===== src/include/smm_pin_if_dummy_note.sv =====
`timescale 1ns/1ns
`default_nettype none
`default_nettype wire


===== src/include/smm_pkg.sv =====
package smm_pkg;

    // ********************************************************
    // Instruction second-byte opcodes (after the 0F escape)
    // ********************************************************
    localparam logic [7:0] OP_SAVE_SEG = 8'h78;
    localparam logic [7:0] OP_REST_SEG = 8'h79;
    localparam logic [7:0] OP_SAVE_LDT = 8'h7A;
    localparam logic [7:0] OP_REST_LDT = 8'h7B;
    localparam logic [7:0] OP_SAVE_TSK = 8'h7C;
    localparam logic [7:0] OP_REST_TSK = 8'h7D;
    localparam logic [7:0] OP_SW_ENTRY = 8'h38;
    localparam logic [7:0] OP_RESUME = 8'hAA;
    localparam logic [7:0] OP_RD_HPTR = 8'h36;
    localparam logic [7:0] OP_WR_HPTR = 8'h37;

    // ********************************************************
    // Segment register codes of the sreg3 field
    // ********************************************************
    localparam logic [2:0] SREG_CS = 3'h1;
    localparam logic [2:0] SREG_LAST = 3'h5;

    // ********************************************************
    // Configuration register one bit positions
    // ********************************************************
    localparam int CFG1_USE_BIT = 1;
    localparam int CFG1_REGION_EN_BIT = 7;

    // ********************************************************
    // Region size: code n gives 2^(n + REGION_SHIFT) bytes
    // ********************************************************
    localparam int REGION_SHIFT = 11;
    localparam logic [31:0] CS_LIMIT_4G = 32'hFFFFFFFF;

    // ********************************************************
    // Header pointer register layout and reset
    // ********************************************************
    localparam int HPTR_VALID_BIT = 0;
    localparam logic [31:0] HPTR_ADDR_MASK = 32'hFFFFFFFC;
    localparam logic [31:0] HPTR_RESET = 32'h00000000;

    // ********************************************************
    // Header word indices; word k sits at pointer - 4*(k+1)
    // ********************************************************
    localparam logic [3:0] HW_DEBUG = 4'h0;
    localparam logic [3:0] HW_FLAGS = 4'h1;
    localparam logic [3:0] HW_CTRL0 = 4'h2;
    localparam logic [3:0] HW_CUR_IP = 4'h3;
    localparam logic [3:0] HW_NEXT_IP = 4'h4;
    localparam logic [3:0] HW_CS_SEL = 4'h5;
    localparam logic [3:0] HW_DESC_LO = 4'h6;
    localparam logic [3:0] HW_DESC_HI = 4'h7;
    localparam logic [3:0] HW_IO_PORT = 4'h8;
    localparam logic [3:0] HW_IO_DATA = 4'h9;
    localparam logic [3:0] HW_STR_IDX = 4'hA;
    localparam logic [3:0] HW_LAST = 4'hA;

    // ********************************************************
    // Bit positions inside the selector word
    // ********************************************************
    localparam int HB_PRIV_LO = 16;
    localparam int HB_INTERNAL = 18;
    localparam int HB_HALTED = 19;
    localparam int HB_SOFTWARE = 20;
    localparam int HB_REP = 21;
    localparam int HB_IO_WRITE = 22;
    localparam int HB_CS_WRITABLE = 23;

    // ********************************************************
    // Trapped port access width codes
    // ********************************************************
    localparam logic [15:0] IO_SIZE_BYTE = 16'h0001;
    localparam logic [15:0] IO_SIZE_WORD = 16'h0003;
    localparam logic [15:0] IO_SIZE_DWORD = 16'h000F;

    // ********************************************************
    // Sequencer states
    // ********************************************************
    typedef enum logic [1:0] {
        SMM_IDLE = 2'b00,
        SMM_SAVE = 2'b01,
        SMM_REST = 2'b10
    } smm_st_t;

    // ********************************************************
    // Whole state of the sequencer
    // ********************************************************
    typedef struct packed {
        smm_st_t st;
        logic [3:0] idx;
        logic [31:0] hptr;
        logic in_mode;
        logic pend;
        logic pin_prev;
        logic sw_entry;
        logic mem_req;
        logic mem_we;
        logic [31:0] mem_addr;
        logic [31:0] mem_wdata;
        logic done;
        logic fault;
        logic [31:0] result;
        logic enter;
        logic resumed;
        logic rst_valid;
        logic [3:0] rst_idx;
        logic [31:0] rst_data;
        logic seg_go;
        logic [7:0] seg_op;
        logic [2:0] seg_reg;
    } smm_state_t;

    // ********************************************************
    // Synchroniser state
    // ********************************************************
    typedef struct packed {
        logic [1:0] s1;
        logic [1:0] s2;
        logic [1:0] s3;
        logic [1:0] stable;
    } smm_sync_t;

endpackage


===== src/include/smm_pin_if.sv =====
`timescale 1ns/1ns
`default_nettype none

// Raw pin levels in, filtered levels out
interface smm_pin_if;
    logic [1:0] raw;
    logic [1:0] stable;
    modport core (output raw, input stable);
    modport sync (input raw, output stable);
endinterface

`default_nettype wire


===== src/rtl/smm_entry_save.sv =====
`timescale 1ns/1ns
`default_nettype none

module smm_entry_save
    import smm_pkg::*;
(
    // Clock, reset, enable
    input wire logic clk_sys,
    input wire logic resetn,
    input wire logic clk_en,
    // Pins
    input wire logic mgmt_irq_pin_n,
    input wire logic addr_bit20_mask_pin_n,
    // Configuration
    input wire logic [7:0] config_register_one,
    input wire logic [31:0] range_three_base,
    input wire logic [3:0] range_three_size,
    input wire logic range_three_write,
    // Interrupt arbitration
    input wire logic instr_boundary,
    input wire logic nmi_req,
    input wire logic intr_req,
    output logic take_mgmt,
    output logic take_nmi,
    output logic take_intr,
    // Processor state to save
    input wire logic [31:0] debug_control_register,
    input wire logic [31:0] processor_flags,
    input wire logic [31:0] control_register_zero,
    input wire logic [31:0] cur_ip,
    input wire logic [31:0] next_ip,
    input wire logic [15:0] cs_selector,
    input wire logic [63:0] cs_descriptor,
    input wire logic [1:0] privilege_level,
    input wire logic halted,
    input wire logic cs_writable,
    input wire logic internal_req,
    // Trapped port access
    input wire logic io_trap,
    input wire logic io_rep,
    input wire logic io_write,
    input wire logic [1:0] io_width,
    input wire logic [15:0] io_port,
    input wire logic [31:0] io_data,
    input wire logic [31:0] string_index,
    // Instruction requests
    input wire logic instr_valid,
    input wire logic [7:0] instr_opcode,
    input wire logic [2:0] instr_sreg,
    input wire logic [31:0] instr_operand,
    output logic instr_ready,
    output logic instr_done,
    output logic instr_fault,
    output logic [31:0] instr_result,
    output logic seg_go,
    output logic [7:0] seg_op,
    output logic [2:0] seg_reg,
    // Header memory port
    output logic mem_req,
    output logic mem_we,
    output logic [31:0] mem_addr,
    output logic [31:0] mem_wdata,
    input wire logic mem_ack,
    input wire logic [31:0] mem_rdata,
    // Mode control
    output logic management_mode,
    output logic enter_pulse,
    output logic [31:0] fetch_addr,
    output logic [31:0] cs_base,
    output logic [31:0] cs_limit,
    output logic resume_pulse,
    output logic restore_valid,
    output logic [3:0] restore_index,
    output logic [31:0] restore_data,
    // Address bit 20
    input wire logic region_access,
    input wire logic core_a20,
    output logic a20_out,
    // Header pointer view
    output logic [31:0] header_pointer
);

    // ********************************************************
    // Declarations
    // ********************************************************
    smm_state_t cur_ff;
    smm_state_t nxt_ff;
    smm_pin_if pin_bus ();
    logic irq_level;
    logic mask_level;
    logic region_on;
    logic [32:0] region_bytes;
    logic [31:0] top_of_region;
    logic priv_ok;
    logic entry_ok;
    logic [15:0] io_size_code;

    // Width code to header size field
    function automatic logic [15:0] width_code(input logic [1:0] w);
        unique case (w)
            2'h0: width_code = IO_SIZE_BYTE;
            2'h1: width_code = IO_SIZE_WORD;
            default: width_code = IO_SIZE_DWORD;
        endcase
    endfunction

    // Byte address of a header word
    function automatic logic [31:0] word_addr(input logic [31:0] p, input logic [3:0] k);
        word_addr = (p & HPTR_ADDR_MASK) - {26'h0, k + 4'h1, 2'h0};
    endfunction

    // ********************************************************
    // Pin synchroniser
    // ********************************************************
    assign pin_bus.raw = {addr_bit20_mask_pin_n, mgmt_irq_pin_n};
    assign irq_level = pin_bus.stable[0];
    assign mask_level = pin_bus.stable[1];

    smm_pin_sync u_sync (
        .clk_sys(clk_sys),
        .resetn(resetn),
        .clk_en(clk_en),
        .pins(pin_bus)
    );

    // ********************************************************
    // Region decode and enabling conditions
    // ********************************************************
    always_comb begin
        region_on = config_register_one[CFG1_REGION_EN_BIT] && (range_three_size != 4'h0);
        region_bytes = 33'h1 << (range_three_size + REGION_SHIFT);
        top_of_region = range_three_base + region_bytes[31:0];
        entry_ok = region_on && config_register_one[CFG1_USE_BIT];
        priv_ok = entry_ok && (privilege_level == 2'h0) && cur_ff.in_mode;
        io_size_code = width_code(io_width);
    end

    // Header word contents for the save walk
    function automatic logic [31:0] save_word(input logic [3:0] k, input logic sw);
        logic [31:0] w;
        w = 32'h0;
        unique case (k)
            HW_DEBUG: w = debug_control_register;
            HW_FLAGS: w = processor_flags;
            HW_CTRL0: w = control_register_zero;
            HW_CUR_IP: w = cur_ip;
            HW_NEXT_IP: w = (io_trap && io_rep) ? cur_ip : next_ip;
            HW_CS_SEL: begin
                w[15:0] = cs_selector;
                w[HB_PRIV_LO +: 2] = privilege_level;
                w[HB_INTERNAL] = internal_req;
                w[HB_HALTED] = halted;
                w[HB_SOFTWARE] = sw;
                w[HB_REP] = io_rep;
                w[HB_IO_WRITE] = io_write;
                w[HB_CS_WRITABLE] = cs_writable;
            end
            HW_DESC_LO: w = cs_descriptor[31:0];
            HW_DESC_HI: w = cs_descriptor[63:32];
            HW_IO_PORT: w = {io_port, io_size_code};
            HW_IO_DATA: w = io_data;
            HW_STR_IDX: w = string_index;
            default: w = 32'h0;
        endcase
        save_word = w;
    endfunction

    // ********************************************************
    // Arbitration: management request outranks everything else
    // ********************************************************
    always_comb begin
        take_mgmt = instr_boundary && cur_ff.pend && !cur_ff.in_mode
            && (cur_ff.st == SMM_IDLE) && entry_ok;
        take_nmi = instr_boundary && nmi_req && !take_mgmt;
        take_intr = instr_boundary && intr_req && !nmi_req && !take_mgmt;
        instr_ready = (cur_ff.st == SMM_IDLE) && !take_mgmt;
    end

    // ********************************************************
    // Sequencer next state
    // ********************************************************
    always_comb begin
        nxt_ff = cur_ff;
        nxt_ff.pin_prev = irq_level;
        nxt_ff.done = 1'b0;
        nxt_ff.fault = 1'b0;
        nxt_ff.enter = 1'b0;
        nxt_ff.resumed = 1'b0;
        nxt_ff.rst_valid = 1'b0;
        nxt_ff.seg_go = 1'b0;

        // A write to range three clears the pointer valid bit
        if (range_three_write) begin
            nxt_ff.hptr[HPTR_VALID_BIT] = 1'b0;
        end

        unique case (cur_ff.st)
            SMM_IDLE: begin
                if (take_mgmt || (instr_valid && instr_ready && instr_opcode == OP_SW_ENTRY
                    && entry_ok && !cur_ff.in_mode)) begin
                    // Entry: fix the pointer first, then walk the header
                    nxt_ff.sw_entry = !take_mgmt;
                    if (take_mgmt) begin
                        nxt_ff.pend = 1'b0;
                    end else begin
                        nxt_ff.done = 1'b1;
                    end
                    if (!cur_ff.hptr[HPTR_VALID_BIT] || range_three_write) begin
                        nxt_ff.hptr = (top_of_region & HPTR_ADDR_MASK) | 32'h1;
                    end
                    nxt_ff.st = SMM_SAVE;
                    nxt_ff.idx = HW_DEBUG;
                end else if (instr_valid && instr_ready) begin
                    nxt_ff.done = 1'b1;
                    unique case (instr_opcode)
                        OP_SAVE_SEG, OP_REST_SEG, OP_SAVE_LDT, OP_REST_LDT,
                        OP_SAVE_TSK, OP_REST_TSK: begin
                            if (!priv_ok || ((instr_opcode == OP_SAVE_SEG
                                || instr_opcode == OP_REST_SEG)
                                && (instr_sreg == SREG_CS || instr_sreg > SREG_LAST))) begin
                                nxt_ff.fault = 1'b1;
                            end else begin
                                nxt_ff.seg_go = 1'b1;
                                nxt_ff.seg_op = instr_opcode;
                                nxt_ff.seg_reg = instr_sreg;
                            end
                        end
                        OP_RD_HPTR: begin
                            if (!priv_ok) begin
                                nxt_ff.fault = 1'b1;
                            end else begin
                                nxt_ff.result = cur_ff.hptr & ~32'h2;
                            end
                        end
                        OP_WR_HPTR: begin
                            if (!priv_ok) begin
                                nxt_ff.fault = 1'b1;
                            end else begin
                                nxt_ff.hptr = instr_operand & ~32'h2;
                            end
                        end
                        OP_RESUME: begin
                            if (!priv_ok) begin
                                nxt_ff.fault = 1'b1;
                            end else begin
                                nxt_ff.done = 1'b0;
                                nxt_ff.st = SMM_REST;
                                nxt_ff.idx = HW_DEBUG;
                            end
                        end
                        default: begin
                            nxt_ff.fault = 1'b1;
                        end
                    endcase
                end
            end
            SMM_SAVE: begin
                // One header word per memory handshake
                if (!cur_ff.mem_req) begin
                    nxt_ff.mem_req = 1'b1;
                    nxt_ff.mem_we = 1'b1;
                    nxt_ff.mem_addr = word_addr(cur_ff.hptr, cur_ff.idx);
                    nxt_ff.mem_wdata = save_word(cur_ff.idx, cur_ff.sw_entry);
                end else if (mem_ack) begin
                    nxt_ff.mem_req = 1'b0;
                    nxt_ff.mem_we = 1'b0;
                    if (cur_ff.idx == HW_LAST) begin
                        nxt_ff.st = SMM_IDLE;
                        nxt_ff.in_mode = 1'b1;
                        nxt_ff.enter = 1'b1;
                    end else begin
                        nxt_ff.idx = cur_ff.idx + 4'h1;
                    end
                end
            end
            SMM_REST: begin
                // Read back control words only; port fields stay in memory
                if (!cur_ff.mem_req) begin
                    nxt_ff.mem_req = 1'b1;
                    nxt_ff.mem_addr = word_addr(cur_ff.hptr, cur_ff.idx);
                end else if (mem_ack) begin
                    nxt_ff.mem_req = 1'b0;
                    nxt_ff.rst_valid = 1'b1;
                    nxt_ff.rst_idx = cur_ff.idx;
                    nxt_ff.rst_data = mem_rdata;
                    if (cur_ff.idx == HW_DESC_HI) begin
                        nxt_ff.st = SMM_IDLE;
                        nxt_ff.in_mode = 1'b0;
                        nxt_ff.resumed = 1'b1;
                        nxt_ff.done = 1'b1;
                    end else if (cur_ff.idx == HW_CTRL0) begin
                        nxt_ff.idx = HW_NEXT_IP;
                    end else begin
                        nxt_ff.idx = cur_ff.idx + 4'h1;
                    end
                end
            end
            default: begin
                nxt_ff.st = SMM_IDLE;
            end
        endcase

        // A new edge wins over the consume in the same cycle
        if (cur_ff.pin_prev && !irq_level) begin
            nxt_ff.pend = 1'b1;
        end
    end

    // ********************************************************
    // State register
    // ********************************************************
    always_ff @(posedge clk_sys or negedge resetn) begin
        if (!resetn) begin
            cur_ff <= '0;
            cur_ff.st <= SMM_IDLE;
            cur_ff.hptr <= HPTR_RESET;
            cur_ff.pin_prev <= 1'b1;
        end else if (clk_en) begin
            cur_ff <= nxt_ff;
        end
    end

    // ********************************************************
    // Outputs
    // ********************************************************
    assign instr_done = cur_ff.done;
    assign instr_fault = cur_ff.fault;
    assign instr_result = cur_ff.result;
    assign seg_go = cur_ff.seg_go;
    assign seg_op = cur_ff.seg_op;
    assign seg_reg = cur_ff.seg_reg;
    assign mem_req = cur_ff.mem_req;
    assign mem_we = cur_ff.mem_we;
    assign mem_addr = cur_ff.mem_addr;
    assign mem_wdata = cur_ff.mem_wdata;
    assign management_mode = cur_ff.in_mode;
    assign enter_pulse = cur_ff.enter;
    assign fetch_addr = range_three_base;
    assign cs_base = range_three_base;
    assign cs_limit = CS_LIMIT_4G;
    assign resume_pulse = cur_ff.resumed;
    assign restore_valid = cur_ff.rst_valid;
    assign restore_index = cur_ff.rst_idx;
    assign restore_data = cur_ff.rst_data;
    assign header_pointer = cur_ff.hptr & ~32'h2;
    // Mask applies only outside region accesses
    assign a20_out = core_a20 && (region_access || mask_level);

endmodule

`default_nettype wire


===== src/rtl/smm_pin_sync.sv =====
`timescale 1ns/1ns
`default_nettype none

module smm_pin_sync
    import smm_pkg::*;
(
    // Clock and reset
    input wire logic clk_sys,
    input wire logic resetn,
    input wire logic clk_en,
    // Pin levels
    smm_pin_if.sync pins
);

    smm_sync_t cur_ff;
    smm_sync_t nxt_ff;

    // Three stages; a level counts once stages two and three agree
    always_comb begin
        nxt_ff = cur_ff;
        nxt_ff.s1 = pins.raw;
        nxt_ff.s2 = cur_ff.s1;
        nxt_ff.s3 = cur_ff.s2;
        for (int i = 0; i < 2; i++) begin
            if (cur_ff.s2[i] == cur_ff.s3[i]) begin
                nxt_ff.stable[i] = cur_ff.s3[i];
            end
        end
    end

    // Inactive pins idle high
    always_ff @(posedge clk_sys or negedge resetn) begin
        if (!resetn) begin
            cur_ff <= '{s1: 2'h3, s2: 2'h3, s3: 2'h3, stable: 2'h3};
        end else if (clk_en) begin
            cur_ff <= nxt_ff;
        end
    end

    assign pins.stable = cur_ff.stable;

endmodule

`default_nettype wire


===== config.mk =====
export PLATFORM = sky130hd
export DESIGN_NAME = smm_entry_save
export DESIGN_NICKNAME = d
export VERILOG_FILES = /design/src/include/smm_pin_if_dummy_note.sv /design/src/include/smm_pkg.sv /design/src/include/smm_pin_if.sv /design/src/rtl/smm_entry_save.sv /design/src/rtl/smm_pin_sync.sv
export SDC_FILE = /design/constraint.sdc
export NUM_CORES = 1
export LEC_CHECK = 0
export ABC_AREA = 1
export BUFFER_PORTS_ARGS = -buffer_cell sky130_fd_sc_hd__buf_4
export CAP_MARGIN = 15
export CORE_AREA = 5 5 291 293
export CTS_BUF_LIST = sky130_fd_sc_hd__clkbuf_16
export DETAILED_ROUTE_END_ITERATION = 12
export DIE_AREA = 0 0 296 298
export GPL_TIMING_DRIVEN = 0
export HOLD_SLACK_MARGIN = 0.02
export PLACE_DENSITY = 0.5
export REMOVE_ABC_BUFFERS = 1
export SLEW_MARGIN = 20
export SYNTH_ARGS = -nofsm -noshare
export SYNTH_HDL_FRONTEND = slang
export SYNTH_SLANG_ARGS = --single-unit

===== constraint.sdc =====
create_clock -name clk_sys -period 7 [get_ports clk_sys]
set_input_delay 0.7 -clock clk_sys [delete_from_list [all_inputs] [get_ports clk_sys]]
set_output_delay 0.7 -clock clk_sys [all_outputs]
set_load 0.01 [all_outputs]

; ---- After elaboration in Yosys (flattened, before gate mapping)
; Cells that the tools add are included.
[word_totals]
in_bits = 462
regBits = 200
[classes]
n_mux = 70
n_reduce_logical = 64
n_eq_ne = 41
shifts = 1
n_lt_le_gt_ge = 1
bitwise_logic = 3
addsub = 4
[op_table]
columns = operator, count
row1 = one-hot mux 24 bit (11 select lines), 1
row2 = two-way mux 32 bit, 7
row3 = two-way mux 38 bit, 5
row4 = one-hot mux 8 bit (10 select lines), 1
row5 = two-way mux 33 bit, 2
row6 = two-way mux 64 bit, 1
row7 = one-hot mux 32 bit (2 select lines), 1
row8 = two-way mux 12 bit, 5
row9 = == test 8 x 7 -> 1 bit (second input constant), 6
row10 = two-way mux 6 bit, 6
row11 = two-way mux 34 bit, 1
row12 = adder 32 bit, 1
row13 = << shifter 1 x 5 -> 32 bit (first input constant), 1
row14 = subtractor 32 x 6 -> 32 bit, 1
row15 = two-way mux 1 bit, 26
row16 = == test 8 x 6 -> 1 bit (second input constant), 3
row17 = logical AND 1 bit, 22
row18 = != test 2 bit (second input constant), 11
row19 = AND reduction 6 bit, 3
row20 = == test 4 x 3 -> 1 bit (second input constant), 4
row21 = nonzero test 2 bit, 7
row22 = == test 4 bit (second input constant), 3
row23 = two-way mux 4 bit, 3
row24 = one-hot mux 4 bit (3 select lines), 1
row25 = 32 further kinds, 62

; ---- Depth between registers and ports, before layout
[depth]
ltp_word = 14
mapped_depth = 20
depth_no_buf = 20

; ---- Modules after synthesis
; Synthesis repeated with hierarchy kept, for this count alone.
[unflattened]
hier_cells = 2493
area_unflattened_um2 = 16425.8
[modules_own_cells]
columns = module, cells_each, area_each_um2, n_inst, seq_area_each_um2
row1 = smm_entry_save, 2449, 16019.1, 1, 4730.8
row2 = smm_pin_sync, 44, 406.6, 1, 210.2

; ---- Worst setup path before layout
; Ideal clock, no wire load.
[synth_path]
path_kind = reg-to-reg
start = reg cur_ff[187] (netlist name)
end = reg cur_ff, in the netlist mem_addr[28]
synth_period_minus_slack_ns = 2.749
arrival_ns = 2.626
required_time_ns = 6.877
setup_time_ns = 0.123
stages_incl_launch_ff = 16
path_buffers = 1
slack_ns = 4.251
cell_sequence = dfrtp_1 ha_1 clkbuf_1 or2_2 nand2_1 ha_1 nand2_1 inv_1 o21ai_0 nand2_1 nor2_1 nand4_1 nor2_1 a21oi_1 o21ai_0 nand2_1
[synth_between]
elab_chain_cells = 4
word_cells_on_any_way = 5
cone_classes = add/sub: 2 / mux: 3
[synth_rtl]
columns = element, line
row1 = from (decl), smm_entry_save.sv:86  ; smm_state_t cur_ff;
row2 = from (signal assigned), smm_entry_save.sv:319  ; cur_ff <= nxt_ff;
row3 = adder 4 x 1 -> 4 bit *, smm_entry_save.sv:109  ; word_addr = (p & HPTR_ADDR_MASK) - {26'h0, k + 4'h1, 2'h0};
row4 = subtractor 32 x 6 -> 32 bit *, smm_entry_save.sv:109
row5 = two-way mux 32 bit or two-way mux 64 bit (tied branches), "smm_entry_save.sv:278, smm_entry_save.sv:259"
row6 = one-hot mux 32 bit (2 select lines) *, smm_entry_save.sv:197  ; unique case (cur_ff.st)
; Every way passes the cells marked *; elsewhere a longest branch is shown, timed or not. The select of a mux whose other input is x is not followed.
; A chain may end at the register's enable or synchronous reset.

; ---- Final worst setup path
[layout_path]
start = reg cur_ff[187] (netlist name)
end = reg cur_ff, in the netlist mem_wdata[23]
[layout_between]
elab_chain_cells = 2
word_cells_on_any_way = 12
cone_classes = eq/ne: 10 / mux: 1 / reduce/logical: 1
[layout_rtl]
columns = element, line
row1 = == test 4 bit (tied with other cells), smm_entry_save.sv:142  ; unique case (k)
row2 = one-hot mux 24 bit (11 select lines) *, smm_entry_save.sv:142
; Every way passes the cells marked *; elsewhere a longest branch is shown, timed or not.

==> out/metrics.cfg <==
[pwr]
swShare_pct=42.08
power.net_switching_uw=1688
powerDensity_nw_per_um2=183.2
internal_power_uw=2324
p_comb_share_pct=41.1
leakagePower_uw=0.01176
ir_drop_v=0.0001490
p_seq_share_pct=31.2
pwr-share-clk_pct=27.7
power_uw=4012

[yosys]
ys_warn_count=0
syn-cell-area_um2=16390
ys_seq_area_share_pct=30.14
ys_types=53
yosys_most_used_dff=dfrtp_1
synth_edf_count=0
syn_inst=2512
synth_seq_cells=197
synth_async_sr_flop_share_pct=100.0
avgSynthCellArea_um2=6.526

[clock_network]
clock-root-buffer=clkbuf_16
path_clk_slew_ns=0.10
cts_buffer_depth=2
cts_made_buffers=17
clock_latency_ns=0.50
cts_tree=yes
postCtsSetupBuffers=0
cts_max_level=4
cts_hold_buffers=0
cts_resized=0
cts_sinks=197

[route]
vias=17700
wl_per_cell_um=22.96
viasPerCell=4.363
drtIter0Drc=1000
dr.pass1.iters=5
drc=0
postRouteAntennaNets=0
wl_um=93170

[worst_setup_path]
path_class=reg2reg
worstSetupEndpointType=flip-flop
worstSetupStartpoint=cur_ff[187]
ff2ff_path_depth=10
crit_required_ns=7.45
path_max_fanout=23
r2r-start=cur_ff[187]
arrival_ns=4.32
critPathLaunchType=flip-flop

[finish]
utilization_pct=26.85
areaGrowthSynthToFinish_pct=33.61
nNetsFinal=3440
filler_cell_count=9333
drive_above_1_share_pct=26.92

[global_routing]
grt_overflow=0
gr-usage-all-layers_pct=20.14
antenna_found_initial=59
grt_pass1_vias=17640
grt_max_degree=71
grt_pass1_wl_um=127700

[sta]
whs_ns=0.1927
setup_violations=0
worst_pin_slew_ns=0.9931
slew_violations=0
final-hold-violation-count=0
slew_headroom_pct=33.72
timing.fmax_ghz=0.2584
period_share_pct=55.28
final.setup_skew_ns=0.02861
fin_crit_ns=3.869
setup_tns_ns=0
grt_setup_unrepaired=no

[placement]
place_congestion=0.9106
placement.io_buffers=700
place_hpwl_um=77120

[die]
die_area_um2=88210
fp.dieW_um=296
die_y_um=298
start_util_pct=20.09
rows=105
core-area_um2=81580
ios=747

[flow_run]
max_cap_viol_count=0

[status]
status=finished, final reports clean

[worst_hold_path]
hold_class=in2async

==> cell families (layout without fill, tap and decap cells) <==
kind of cell               after synthesis  count (layout)  share of synthesized area [%]
and+or+nand+nor                       1155            1155                          29.30
xor gates and xnor gates                11              11                         0.5877
other                                    2              84                        0.04581
AOI/OAI and AO/OA                      382             382                          13.53
buffers and inverters                  720            1113                          22.91
adders and majority gates               45              45                          3.480
DFF                                    197             197                          30.14
==> area by class of cell <==
class	instances	area (µm²)	share of cell area (%)
antenna	41	102.6	0.4684
clock buffer	17	425.4	1.942
clock inverter	15	181.4	0.8283
inverter	366	1381	6.306
multi-input combinational	1636	7930	36.20
sequential	197	4941	22.56
tap	1070	1339	6.112
timing repair buffer	715	5603	25.58
==> critical path: stages (launching register included) <==
cell and delay, ns:
dfrtp_1 0.43, inv_1 0.20, ha_2 0.72, nand3_2 0.67, inv_1 0.73, o21ai_0 0.18
o21ai_0 0.42, nor3_1 0.15, nand4_1 0.11, nand2_1 0.07, nand2_1 0.09
==> metrics by stage <==
step	std cells	setup WS, ns	area, µm²
6_report	4057	3.131	21900
5_1_grt	4053	2.941	21890
4_1_cts	4016	3.136	21790
3_5_place_dp	3984	3.141	21190
3_3_place_gp	3969	-0.8552	20760
2_1_floorplan	2199	3.135	14170
==> cell usage after synthesis (all sizes together) (3+ instances only) <==
cell type	n	area share, %
o221ai	3	0.16
nand4	44	1.7
nor2	219	5.1
xor2	5	0.27
a32o	3	0.18
nand2	696	16
ha	44	3.4
clkbuf	66	1.5
clkinv	7	0.19
or2	5	0.19
nand3b	4	0.18
and2	7	0.27
dfrtp	188	29
xnor2	6	0.32
nor3	23	0.76
o31ai	6	0.27
a21oi	69	2.1
nand3	154	4.9
a31oi	20	0.76
a211oi	10	0.46
o22ai	19	0.73
o2111ai	4	0.21
inv	359	8.2
a221oi	28	1.5
o21ai	201	6.2
o211ai	6	0.27
buf	288	13
a22o	6	0.32
dfstp	9	1.4
==> worst paths after layout <==
path	endpoint	slack, ns
max in group asynchronous	u_sync.cur_ff[4]	5.96
setup / recovery	mem_wdata[23]	3.13
hold reg to reg	u_sync.cur_ff[7]	0.47
hold / removal	header_pointer[27]	0.19
setup reg to reg	mem_wdata[23]	3.13
min in group clk_sys	restore_data[10]	0.39
==> power groups by stage <==
| stage | combinational [µW] | sequential (µW) | clock [µW] |
|---|---|---|---|
| global route | 1790 | 1260 | 1200 |
| detailed placement | 1640 | 1280 | 0 |
| finish | 1650 | 1250 | 1110 |
| floorplan | 764 | 1280 | 0 |
| CTS | 1640 | 1250 | 1170 |
| global placement | 1570 | 1270 | 0 |
==> metal layers <==
layer / vias up / track usage [%] / routed length [µm]
li1: 8580 / - / -
met1: 8231 / 21.06 / 33760
met2: 725 / 35.22 / 46790
met3: 154 / 6.078 / 7294
met4: 12 / 12.52 / 5249
met5: - / 0 / 73
==> placed cells by master, fill, tap and decap left out, types with 9 or more instances in the layout <==
master,synthesis,final
o21ai_1,18,18
nand3_1,151,146
clkbuf_16,0,17
nand4_1,44,44
a31oi_1,20,20
a211oi_1,10,10
dfstp_2,9,9
o21ai_0,182,182
nand2_1,692,691
conb_1,2,43
dfrtp_1,188,188
inv_1,358,354
a21oi_1,68,68
buf_4,273,699
diode_2,0,41
ha_1,44,42
nor2_1,216,214
o22ai_1,19,19
a221oi_1,28,28
nor3_1,21,21
No activity file was read; power rests on OpenSTA's default activity.
